## src/flash_ctrl_map.vh

```
// Purpose: register offsets, field positions and timing counts of the flash controller
// Assumes: APB with 32-bit data, one word per register
// Notes:   offsets are byte addresses
`ifndef FLASH_CTRL_MAP_VH
`define FLASH_CTRL_MAP_VH

// ---------------------------------------------------------------
// register offsets
// ---------------------------------------------------------------
`define OFS_OP_CONTROL   12'h000
`define OFS_UNLOCK_KEY   12'h004
`define OFS_TABLE_PAGE   12'h008
`define OFS_TABLE_ADDR   12'h00C
`define OFS_TABLE_LOW    12'h010
`define OFS_TABLE_HIGH   12'h014
`define OFS_STATUS       12'h018

// ---------------------------------------------------------------
// control fields
// ---------------------------------------------------------------
`define BIT_START        15
`define BIT_PERMIT       14
`define BIT_SEQ_ERR      13
`define BIT_ERASE_SEL    6
`define OPC_HI           3
`define OPC_LO           0
`define CTRL_RESET       16'h0000

// ---------------------------------------------------------------
// keys and operation codes
// ---------------------------------------------------------------
`define KEY_FIRST        8'h55
`define KEY_SECOND       8'hAA
`define OPC_BULK         4'hF
`define OPC_GENERAL      4'hD
`define OPC_SECURE       4'hC
`define OPC_WORD         4'h3
`define OPC_PAGE         4'h2
`define OPC_ROW          4'h1
`define OPC_CONFIG       4'h0

// ---------------------------------------------------------------
// geometry and timing
// ---------------------------------------------------------------
`define ROW_WORDS        64
`define ROW_IDX_W        6
`define PAGE_ROWS        8
`define ROW_BYTES        192
`define PAGE_BYTES       1536
`define ROW_TIME_CYC     11064
`define TABLE_WAIT_CYC   2

`endif

```

## src/flash_self_program_ctrl.v

```verilog
// Purpose: run-time self-programming sequencer for on-chip program flash
// Assumes: APB slave on ref_clk; array port and oscillator tick come from same-clock logic
// Notes:   control register resets only from porRst_n; rst_n covers the rest except the holding buffer, which has no reset

`include "flash_ctrl_map.vh"

module flash_self_program_ctrl (
  // clock and resets
  input  wire        ref_clk,
  input  wire        rst_n,
  input  wire        porRst_n,
  // apb slave
  input  wire        psel,
  input  wire        penable,
  input  wire        pwrite,
  input  wire [11:0] paddr,
  input  wire [31:0] pwdata,
  output wire        pready,
  output reg  [31:0] prdata,
  output wire        pslverr,
  // oscillator tick, one pulse per RC cycle
  input  wire        rcTick,
  // processor stall
  output wire        cpuStall,
  // flash array port
  output reg  [23:0] arrayAddr,
  output reg  [3:0]  arrayOp,
  output reg         arrayErase,
  output reg         arrayStrobe,
  output reg  [23:0] arrayData,
  output reg  [5:0]  arrayIndex
);

  // ---------------------------------------------------------------
  // states, one-hot
  // ---------------------------------------------------------------
  localparam [2:0] ST_IDLE = 3'b001;
  localparam [2:0] ST_BUSY = 3'b010;
  localparam [2:0] ST_DONE = 3'b100;

  // ---------------------------------------------------------------
  // software view
  // ---------------------------------------------------------------
  // register map, one 32-bit word each, upper bits read zero:
  //   0x000 control: start, permit, error flag, erase select, code
  //   0x004 unlock key: write-only, reads zero
  //   0x008 table page: upper eight bits of the 24-bit target
  //   0x00C table address: lower sixteen bits, also sets fill index
  //   0x010 table low: low data word into the holding buffer
  //   0x014 table high: high data byte, then index and address step
  //   0x018 status: armed flag, busy flag, fill index
  // status layout, lowest bits first:
  //   fill index in the low six bits
  //   busy just above it, high from start until the done cycle ends
  //   armed above busy, high from a good key pair until the next start or any write to a register other than control
  // a row program runs as:
  //   1. set the page and address registers to the row base
  //   2. write low then high for each of the 64 words
  //   3. put the address back on the row base
  //   4. write the code with permit set and erase select clear
  //   5. write the two key bytes back to back
  //   6. write the control word again with the start bit set
  // an erase runs the same way without step 2 and with erase select set
  // while an operation runs every access waits, so a core that polls
  // the control register simply stalls until the start bit drops
  // the error flag is also writable, so software can clear it by hand
  // before a new attempt; a refused start always wins over that write
  // limitations:
  //   - the buffer is not cleared after a program; a second program
  //     without a reload writes the same words again
  //   - every operation takes the row time; page, bulk and segment
  //     erases are not timed separately
  //   - word and configuration programs send only buffer word zero
  //   - the array port has no ready; it must accept one word a cycle
  //   - codes that do nothing are refused like a missing unlock,
  //     which sets the error flag instead of silently idling
  //   - a plain reset drops the unlock and the table pointer but keeps
  //     the control word, so software must reread it after a warm start

  // ---------------------------------------------------------------
  // reset synchronisers
  // ---------------------------------------------------------------
  reg rstMeta_q, rstSync_q, porMeta_q, porSync_q;
  wire rstInt_n = rstSync_q;
  wire porInt_n = porSync_q;

  // release both resets through two flops each
  // assertion stays asynchronous so the array port drops at once,
  // release is synchronous so no flop sees a half-released reset
  always @(posedge ref_clk or negedge rst_n) begin
    if (!rst_n) begin
      rstMeta_q <= 1'b0;
      rstSync_q <= 1'b0;
    end else begin
      rstMeta_q <= 1'b1;
      rstSync_q <= rstMeta_q;
    end
  end

  always @(posedge ref_clk or negedge porRst_n) begin
    if (!porRst_n) begin
      porMeta_q <= 1'b0;
      porSync_q <= 1'b0;
    end else begin
      porMeta_q <= 1'b1;
      porSync_q <= porMeta_q;
    end
  end

  // ---------------------------------------------------------------
  // decode helpers
  // ---------------------------------------------------------------
  // true when the code names a real operation for the given direction
  function opValid;
    input       erase;
    input [3:0] code;
    begin
      if (erase)
        opValid = (code == `OPC_BULK) || (code == `OPC_GENERAL) ||
                  (code == `OPC_SECURE) || (code == `OPC_PAGE) ||
                  (code == `OPC_CONFIG);
      else
        opValid = (code == `OPC_WORD) || (code == `OPC_ROW) ||
                  (code == `OPC_CONFIG);
    end
  endfunction

  // oscillator ticks an operation takes
  // kept as a function so separate erase times can be added later
  // without touching the sequencer
  function [13:0] opTicks;
    input       erase;
    input [3:0] code;
    begin
      if (!erase && code == `OPC_ROW)
        opTicks = 14'd`ROW_TIME_CYC;
      else
        opTicks = 14'd`ROW_TIME_CYC;
    end
  endfunction

  // ---------------------------------------------------------------
  // registers
  // ---------------------------------------------------------------
  reg        start_q, permit_q, seqErr_q, eraseSel_q;
  reg  [3:0] opCode_q;
  reg        keyHalf_q, armed_q;
  reg  [7:0] tablePage_q;
  reg [15:0] tableAddr_q;
  reg  [2:0] state_q;
  reg [13:0] tickCnt_q;
  reg  [1:0] tblWait_q;
  reg [23:0] holdBuf_q [0:`ROW_WORDS-1];
  reg [`ROW_IDX_W-1:0] fillIdx_q;
  reg        feedDone_q;

  // last buffer index of a row
  localparam [6:0] LAST_IDX = 7'd`ROW_WORDS - 7'd1;

  // ---------------------------------------------------------------
  // bus decode
  // ---------------------------------------------------------------

  wire        access   = psel && penable;
  wire        wrAcc    = access && pwrite && pready;
  wire        hitCtrl  = (paddr == `OFS_OP_CONTROL);
  wire        hitKey   = (paddr == `OFS_UNLOCK_KEY);
  wire        hitPage  = (paddr == `OFS_TABLE_PAGE);
  wire        hitAddr  = (paddr == `OFS_TABLE_ADDR);
  wire        hitLow   = (paddr == `OFS_TABLE_LOW);
  wire        hitHigh  = (paddr == `OFS_TABLE_HIGH);
  wire        hitStat  = (paddr == `OFS_STATUS);
  wire        mapped   = hitCtrl | hitKey | hitPage | hitAddr | hitLow | hitHigh | hitStat;
  wire        isTable  = hitLow | hitHigh;
  wire        busy     = !state_q[0];
  wire        startReq = wrAcc && hitCtrl && pwdata[`BIT_START] && !start_q;
  wire        startOk  = startReq && armed_q && permit_q && pwdata[`BIT_PERMIT] &&
                         opValid(pwdata[`BIT_ERASE_SEL], pwdata[`OPC_HI:`OPC_LO]);
  wire        opDone   = state_q[1] && rcTick && (tickCnt_q == 14'd1);
  wire [23:0] target   = {tablePage_q, tableAddr_q};

  // table writes wait two cycles; register writes stall while busy
  // holding pready low is what stalls the core, so no separate wait
  // request is needed on the processor side
  assign pready   = busy ? 1'b0 :
                    (isTable && pwrite) ? (tblWait_q == 2'd`TABLE_WAIT_CYC - 2'd1) : 1'b1;
  assign pslverr  = access && pready && !mapped;
  assign cpuStall = busy;

  // table write wait counter
  always @(posedge ref_clk or negedge rstInt_n) begin
    if (!rstInt_n)
      tblWait_q <= 2'd0;
    else if (access && pwrite && isTable && !pready)
      tblWait_q <= tblWait_q + 2'd1;
    else
      tblWait_q <= 2'd0;
  end

  // control fields, power-on reset only; frozen while an operation runs
  always @(posedge ref_clk or negedge porInt_n) begin
    if (!porInt_n) begin
      permit_q   <= 1'b0;
      eraseSel_q <= 1'b0;
      opCode_q   <= 4'h0;
    end else if (wrAcc && hitCtrl && !busy) begin
      permit_q   <= pwdata[`BIT_PERMIT];
      eraseSel_q <= pwdata[`BIT_ERASE_SEL];
      opCode_q   <= pwdata[`OPC_HI:`OPC_LO];
    end
  end

  // start bit and error flag; a refused start sets the flag even when
  // the same write tries to clear it, so an error is never lost
  always @(posedge ref_clk or negedge porInt_n) begin
    if (!porInt_n) begin
      start_q  <= 1'b0;
      seqErr_q <= 1'b0;
    end else begin
      if (startOk)
        start_q <= 1'b1;
      else if (opDone)
        start_q <= 1'b0;
      if (startReq && !startOk)
        seqErr_q <= 1'b1;
      else if (startOk)
        seqErr_q <= 1'b0;
      else if (wrAcc && hitCtrl && !busy)
        seqErr_q <= pwdata[`BIT_SEQ_ERR];
    end
  end

  // key sequence tracking
  // any write between the two key bytes breaks the pair, so a stray
  // store from an interrupt cannot half-unlock the array
  always @(posedge ref_clk or negedge rstInt_n) begin
    if (!rstInt_n) begin
      keyHalf_q <= 1'b0;
      armed_q   <= 1'b0;
    end else if (wrAcc && hitKey) begin
      keyHalf_q <= (pwdata[7:0] == `KEY_FIRST);
      armed_q   <= keyHalf_q && (pwdata[7:0] == `KEY_SECOND);
    end else if (wrAcc) begin
      keyHalf_q <= 1'b0;
      if (startReq || !hitCtrl)
        armed_q <= 1'b0;
    end
  end

  // table pointer and holding buffer fill
  always @(posedge ref_clk or negedge rstInt_n) begin
    if (!rstInt_n) begin
      tablePage_q <= 8'h00;
      tableAddr_q <= 16'h0000;
      fillIdx_q   <= {`ROW_IDX_W{1'b0}};
    end else if (wrAcc) begin
      if (hitPage)
        tablePage_q <= pwdata[7:0];
      if (hitAddr) begin
        tableAddr_q <= pwdata[15:0];
        fillIdx_q   <= pwdata[`ROW_IDX_W:1];
      end
      if (hitHigh) begin
        fillIdx_q   <= fillIdx_q + 1'b1;
        tableAddr_q <= tableAddr_q + 16'h0002;
      end
    end
  end

  // buffer storage, no reset needed
  // low and high halves land on separate writes, so each half has its
  // own enable; the index only steps on the high write
  always @(posedge ref_clk) begin
    if (wrAcc && hitLow)
      holdBuf_q[fillIdx_q][15:0] <= pwdata[15:0];
    if (wrAcc && hitHigh)
      holdBuf_q[fillIdx_q][23:16] <= pwdata[7:0];
  end

  // sequencer, timed from oscillator ticks
  // the row is streamed out in the first cycles of the operation and
  // the rest of the time only counts ticks; the done cycle lets the
  // start bit fall before the bus is released
  always @(posedge ref_clk or negedge rstInt_n) begin
    if (!rstInt_n) begin
      state_q     <= ST_IDLE;
      tickCnt_q   <= 14'd0;
      arrayAddr   <= 24'h000000;
      arrayOp     <= 4'h0;
      arrayErase  <= 1'b0;
      arrayStrobe <= 1'b0;
      arrayData   <= 24'h000000;
      arrayIndex  <= 6'd0;
      feedDone_q  <= 1'b1;
    end else begin
      arrayStrobe <= 1'b0;
      case (state_q)
        ST_IDLE: begin
          if (startOk) begin
            state_q    <= ST_BUSY;
            tickCnt_q  <= opTicks(pwdata[`BIT_ERASE_SEL], pwdata[`OPC_HI:`OPC_LO]);
            arrayAddr  <= target;
            arrayOp    <= pwdata[`OPC_HI:`OPC_LO];
            arrayErase <= pwdata[`BIT_ERASE_SEL];
            arrayIndex <= 6'd0;
            feedDone_q <= pwdata[`BIT_ERASE_SEL]; // erases send no data
          end
        end
        ST_BUSY: begin
          if (rcTick)
            tickCnt_q <= tickCnt_q - 14'd1;
          // one buffer word a cycle; a row sends all 64, word ops one
          if (!feedDone_q) begin
            arrayStrobe <= 1'b1;
            arrayData   <= holdBuf_q[arrayIndex];
            arrayIndex  <= arrayIndex + 6'd1;
            feedDone_q  <= (arrayOp != `OPC_ROW) ||
                           ({1'b0, arrayIndex} == LAST_IDX);
          end
          if (opDone)
            state_q <= ST_DONE;
        end
        ST_DONE: begin
          state_q <= ST_IDLE;
        end
        default: begin
          state_q <= ST_IDLE;
        end
      endcase
    end
  end

  // read mux; key register and unmapped offsets read zero
  always @* begin
    prdata = 32'h00000000;
    case (paddr)
      `OFS_OP_CONTROL: begin
        prdata[15:0] = {start_q, permit_q, seqErr_q, 6'b000000, eraseSel_q, 2'b00, opCode_q};
      end
      `OFS_TABLE_PAGE: begin
        prdata[7:0] = tablePage_q;
      end
      `OFS_TABLE_ADDR: begin
        prdata[15:0] = tableAddr_q;
      end
      `OFS_STATUS: begin
        prdata[`ROW_IDX_W+1:0] = {armed_q, busy, fillIdx_q};
      end
      `OFS_UNLOCK_KEY: begin
        prdata = 32'h00000000;
      end
      default: begin
        prdata = 32'h00000000;
      end
    endcase
  end

endmodule // flash_self_program_ctrl

```

## config.mk

```make
export PLATFORM = sky130hd
export DESIGN_NAME = flash_self_program_ctrl
export DESIGN_NICKNAME = d
export VERILOG_FILES = /design/src/flash_self_program_ctrl.v
export VERILOG_INCLUDE_DIRS = /design/src
export SDC_FILE = /design/constraint.sdc
export NUM_CORES = 2
export LEC_CHECK = 0
export ABC_AREA = 1
export BUFFER_PORTS_ARGS = -buffer_cell sky130_fd_sc_hd__buf_4
export CAP_MARGIN = 20
export CORE_MARGIN = 2
export CORE_UTILIZATION = 59
export CTS_BUF_LIST = sky130_fd_sc_hd__clkbuf_4 sky130_fd_sc_hd__clkbuf_8
export CTS_CLUSTER_DIAMETER = 100
export DETAILED_ROUTE_END_ITERATION = 10
export HOLD_SLACK_MARGIN = 0.06
export PLACE_DENSITY = 0.79
export SKIP_CTS_REPAIR_TIMING = 1
export SYNTH_ARGS = -nofsm -noshare
export SYNTH_HDL_FRONTEND = slang
export SYNTH_SLANG_ARGS = --single-unit
```

## constraint.sdc

```tcl
create_clock -name ref_clk -period 3.14 [get_ports ref_clk]
set_input_delay 0.628 -clock ref_clk [delete_from_list [all_inputs] [get_ports ref_clk]]
set_output_delay 0.628 -clock ref_clk [all_outputs]
set_load 0.01 [all_outputs]
```

# Yosys cells after proc, flatten, opt, wreduce, memory -nomap -nowiden
# Memory sizes are Yosys's and may differ from the RTL's. A register that Yosys moved wholly into a read port is not among the register bits.
# Index checks and enable logic that the tools add are counted.
[totals]
mem_bits_rw = 1536
reg_bits = 100
mem_count = 1
output_inout_bits = 95
elab_cells = 154
input_bits = 51
latchBits = 0
romBits = 0
[mem_list]
columns = ["memory", "depth", "word_bits", "read_ports", "rd_clocked_by_memory_dff", "wr", "line", "source"]
rows = [
  ["holdBuf_q", 64, 24, 1, 1, 1, "flash_self_program_ctrl.v:153", "reg [23:0] holdBuf_q [0:`ROW_WORDS-1];"],
]
[classes]
bitwise = 8
order_cmp = 0
add_sub_neg = 5
n_reduce_logical = 55
eq_ne = 24
multipliers = 0
n_shift = 0
n_div = 0
mux = 38
[ops]
columns = ["operator", "count"]
rows = [
  ["$eq A12 B5 Y1 const B", 3],
  ["$mux W16", 2],
  ["$pmux W8 S4", 1],
  ["$mux W14", 2],
  ["$pmux W14 S2", 1],
  ["$eq A12 B4 Y1 const B", 2],
  ["$mux W6", 4],
  ["$logic_and A1 B1 Y1", 23],
  ["$mux W1", 21],
  ["$add A16 B2 Y16 const B", 1],
  ["$pmux W8 S2", 1],
  ["$eq A14 B1 Y1 const B", 1],
  ["$reduce_and A2 Y1", 7],
  ["$sub A14 B1 Y14 const B", 1],
  ["$add A6 B1 Y6 const B", 2],
  ["$eq A12 B3 Y1 const B", 1],
  ["$eq A4 B4 Y1 const B", 3],
  ["$logic_not A12 Y1", 1],
  ["$pmux W6 S2", 1],
  ["$reduce_bool A2 Y1", 5],
  ["$eq A4 B2 Y1 const B", 2],
  ["$eq A8 B7 Y1 const B", 1],
  ["$eq A8 B8 Y1 const B", 1],
  ["$logic_or A1 B1 Y1", 8],
  ["other kinds (18)", 35],
]

# Logic depth before layout (Yosys ltp)
[logic_depth]
word_depth = 16
depth_mapped = 14

# Least setup slack after synthesis
# No wires, ideal clock.
[synth_path]
path_kind = "input port to flip-flop"
from = "input paddr[6]"
to = "memory holdBuf_q[31][0] (enable)"
cell_stages = 8
arrival_ns = 2.245
required_ns = 2.752
setup_ns = 0.388
path_buffers = 1
setup_slack_ns = 0.506
path_cell_list = "inv_1 -> nand2_1 -> nor2_2 -> nand2_1 -> inv_1 -> nand4_2 -> buf_2 -> nor2_1"
[synth_via]
elab_chain_cells = 9
elab_cells_between_ends = 10
[synth_lines]
columns = ["item", "line", "source"]
rows = [
  ["start: declaration", "flash_self_program_ctrl.v:16", "input wire [11:0] paddr,"],
  ["$eq A12 B5 Y1 (no source line)", "-", ""],
  ["$or A1 B1 Y1", "flash_self_program_ctrl.v:174", "wire isTable = hitLow | hitHigh;"],
  ["$logic_and A1 B1 Y1", "flash_self_program_ctrl.v:186", "(isTable && pwrite) ? (tblWait_q == 2'd`TABLE_WAIT_CYC - 2'd1) : 1'b1;"],
  ["$mux W1", "flash_self_program_ctrl.v:186", ""],
  ["$mux W1", "flash_self_program_ctrl.v:185", "assign pready = busy ? 1'b0 :"],
  ["$logic_and A1 B1 Y1", "flash_self_program_ctrl.v:165", "wire wrAcc = access && pwrite && pready;"],
  ["$logic_and A1 B1 Y1 (*)", "flash_self_program_ctrl.v:274", "if (wrAcc && hitLow)"],
  ["$mux W1 (*)", "flash_self_program_ctrl.v:274", ""],
  ["$mux W1 (not written as such) (*)", "flash_self_program_ctrl.v:275", "holdBuf_q[fillIdx_q][15:0] <= pwdata[15:0];"],
  ["end: declaration", "flash_self_program_ctrl.v:153", ""],
]
# Every way passes the cells marked *; elsewhere a longest branch is shown, timed or not.

# Worst setup path in the final report
[layout_path]
from = "register arrayIndex[1]"
to = "output arrayIndex[1]"
[layout_rtl]
columns = ["item", "line", "source"]
rows = [
  ["start: declaration", "flash_self_program_ctrl.v:31", "output reg [5:0] arrayIndex"],
  ["start signal: assignment", "flash_self_program_ctrl.v:316", "arrayIndex <= arrayIndex + 6'd1;"],
]
# No word-level cell between the ends.

==> flow_summary.json <==
{
  "wl_um": 187000,
  "clock_skew_ns": 0.0449,
  "fmax_mhz": 328,
  "syn_inst": 6108,
  "setup.worst_path.class": "reg -> out",
  "post-dp-hpwl_um": 114000,
  "cp-end-kind": "primary output",
  "routabilityCongestion": 0.926,
  "worstSetupStartpoint": "arrayIndex[1]$_DFFE_PN0P_",
  "cts_num_sinks": 1660,
  "rows": 124,
  "fin_crit_ns": 3.05,
  "cts_buffers": 240,
  "place_inst": 7580,
  "first_pass_iters": 11,
  "p_total_mw": 59.8,
  "yosys-top-cells-count": "nand2_1, edfxtp_1, nand3_1",
  "cp.arrival_ns": 2.42,
  "synth_top_area_share_pct": 67.4,
  "combPwrFrac_pct": 31.1,
  "die-height_um": 344,
  "holdWs_ns": 0.0999,
  "grt_usage_pct": 31.6,
  "seq_power_share_pct": 41.5,
  "via_count": 48100,
  "drc_errors": 2,
  "r2r_setup_slack_ns": 0.33,
  "io_buffers": 113,
  "yosysSeqAreaShare_pct": 72.0,
  "fin_util_pct": 66.4,
  "die_x_um": 344,
  "ff2ff_path_depth": 10,
  "final_cells": 8010,
  "drv_slew": 0,
  "grt_pass1_vias": 45800,
  "ys_ff_latch": 1660,
  "peakVddDrop_v": 0.000618,
  "crit_fanout": 58,
  "async_flop_share_pct": 7.47,
  "violations": "DRC",
  "timing.rr.end": "arrayData[15]$_DFFE_PN0P_",
  "tightest_slew_ns": 1.03,
  "insertion_delay_ns": 0.94,
  "pre_cts_ws_ns": 0.237,
  "hold_viol": 0,
  "synth_area_leaders": "edfxtp_1, nand2_1, nand3_1",
  "nets": 6371,
  "wl_per_cell_um": 23.4,
  "synth_area_sq_um": 68400,
  "status": "finished, violations left",
  "maxCapViolations": 0,
  "fin_setup_tns_ns": 0,
  "antenna_left": 0,
  "p_int_mw": 38.0,
  "grt_max_degree": 164,
  "synth.distinct_cells": 47,
  "holdCritPathClass": "in -> reg",
  "crit_path_end": "arrayIndex[1]",
  "rsz0062_at_grt": "false",
  "p_per_area_nw_per_um2": 786,
  "overflow": 0,
  "cts_tree": "built",
  "coreArea_sq_um": 115000,
  "placed_cell_area_sq_um": 71500,
  "r2r-start": "arrayIndex[0]$_DFFE_PN0P_",
  "switching_power_mw": 21.8,
  "start_kind": "flop",
  "ys.flop_type": "edfxtp_1",
  "area_delta_synth_final_pct": 11.3,
  "antenna_found_initial": 8,
  "grt_first_pass_wirelength_um": 276000,
  "min_period_over_period_pct": 97.2,
  "cp.required_ns": 2.51,
  "clk_pin_slew_ns": 0.06,
  "synth_top_area_cell": "edfxtp_1",
  "slew_headroom_pct": 31.4,
  "p_clk_share_pct": 27.4,
  "drive_above_1_share_pct": 11.3,
  "vias_per_cell": 6.00,
  "postSynthAreaPerCell_sq_um": 11.2,
  "ys.warnings.count": 0,
  "synth.most_common_cell": "nand2_1",
  "ioPinCount": 146,
  "final_cell_area_sq_um": 76100,
  "setup_viol": 0,
  "synth_edf_count": 1536,
  "die-area_sq_um": 119000,
  "leakage_nw": 28.8,
  "cts_buffer_depth": 3,
  "cts-root-buf": "clkbuf_8",
  "initial_core_util_pct": 59.7,
  "swShare_pct": 36.4,
  "layout_setup_ws_ns": 0.0891,
  "h-tree-depth": 4,
  "dr.first_iter.drc_count": 7370
}
## sequential cells by signal, indices dropped and copies added, names as in the netlist, 2 cells and up
signal / count
tableAddr_q: 16
holdBuf_q: 1536
arrayOp: 4
tblWait_q: 2
state_q: 3
fillIdx_q: 6
opCode_q: 4
arrayIndex: 6
arrayData: 24
arrayAddr: 24
tickCnt_q: 14
tablePage_q: 8
## final cells by class
| class | instances | area (sq um) |
|---|---|---|
| sequential | 1660 | 49200 |
| fill | 7966 | 38500 |
| multi-input combinational | 3997 | 17100 |
| clock buffer | 334 | 4070 |
| timing repair buffer | 317 | 2990 |
| tap | 1512 | 1890 |
| clock inverter | 88 | 478 |
| inverter | 98 | 393 |
| antenna | 4 | 10.0 |
## cells in the final DEF, fill, tap and decap left out, types with 3 or more instances in the layout
| master | synthesis | final |
|---|---|---|
| dfrtp_4 | 0 | 4 |
| o21ai_0 | 85 | 85 |
| buf_4 | 35 | 265 |
| o21ai_1 | 7 | 7 |
| o221ai_1 | 8 | 8 |
| o22ai_1 | 8 | 8 |
| xor2_1 | 14 | 14 |
| nand2_2 | 6 | 6 |
| clkinvlp_4 | 0 | 7 |
| nand3b_1 | 4 | 4 |
| clkinv_2 | 0 | 23 |
| nand4_1 | 8 | 8 |
| clkinv_1 | 1 | 52 |
| ha_1 | 6 | 6 |
| nand2_1 | 2409 | 2409 |
| nand3_2 | 4 | 4 |
| xnor2_1 | 3 | 3 |
| nor2_4 | 1 | 3 |
| nor3_2 | 3 | 3 |
| nor2_1 | 210 | 206 |
| a21oi_1 | 197 | 197 |
| clkbuf_4 | 0 | 85 |
| buf_12 | 0 | 48 |
| nor3_1 | 24 | 24 |
| inv_2 | 6 | 5 |
| inv_6 | 0 | 4 |
| diode_2 | 0 | 4 |
| nor2_2 | 5 | 7 |
| inv_1 | 90 | 87 |
| edfxtp_1 | 1536 | 1536 |
| dfrtp_1 | 122 | 117 |
| clkbuf_8 | 0 | 249 |
| nand3_1 | 956 | 956 |
| conb_1 | 2 | 18 |
| dlygate4sd3_1 | 0 | 4 |
| inv_8 | 0 | 4 |
## logic make-up (layout without fill, tap and decap cells)
| kind of cell | count (synthesis) | in the layout | synth area share [%] |
|---|---|---|---|
| other cells | 2 | 22 | 0.0110 |
| simple gates | 3641 | 3641 | 22.0 |
| compound gates | 315 | 315 | 2.41 |
| buf+inv | 467 | 837 | 3.22 |
| flops | 1660 | 1660 | 72.0 |
| fa+ha+maj | 6 | 6 | 0.110 |
| xor+xnor | 17 | 17 | 0.218 |
## worst min path at each step
stage	from	endpoint	slack [ns]	cells past startpoint
floorplan	porInt_n$_DFF_PN0_	eraseSel_q$_DFFE_PN0P_	0.09	0
global placement	porInt_n$_DFF_PN0_	opCode_q[0]$_DFFE_PN0P_	0.16	0
detailed placement	porInt_n$_DFF_PN0_	opCode_q[0]$_DFFE_PN0P_	0.16	0
CTS	porRst_n	porInt_n$_DFF_PN0_	-0.58	1
global route	pwdata[6]	eraseSel_q$_DFFE_PN0P_	0.07	3
finish	pwdata[6]	eraseSel_q$_DFFE_PN0P_	0.1	3
## per-layer routing
metal	routed length, um	vias up	GRT usage [%]
met5	44	-	0
met4	10800	6	17.2
met3	24100	529	8.09
met2	87200	3336	49.1
met1	65400	22800	41.1
li1	-	21400	-
## worst max-delay path, stage by stage (launching register included)
cell and delay [ns]:
dfrtp_4 0.53, buf_4 0.65, buf_4 0.25
## power by group through the flow
stage / Sequential (mW) / Combinational (mW) / Clock [mW]
3_3_place_gp: 25.2 / 17.6 / 0
3_5_place_dp: 25.3 / 18.1 / 0
5_1_grt: 24.8 / 20.0 / 17.4
6_report: 24.8 / 18.6 / 16.4
2_1_floorplan: 25.2 / 11.5 / 0
4_1_cts: 24.8 / 18.1 / 16.5
Note: power is estimated with default switching activity, not from simulation.
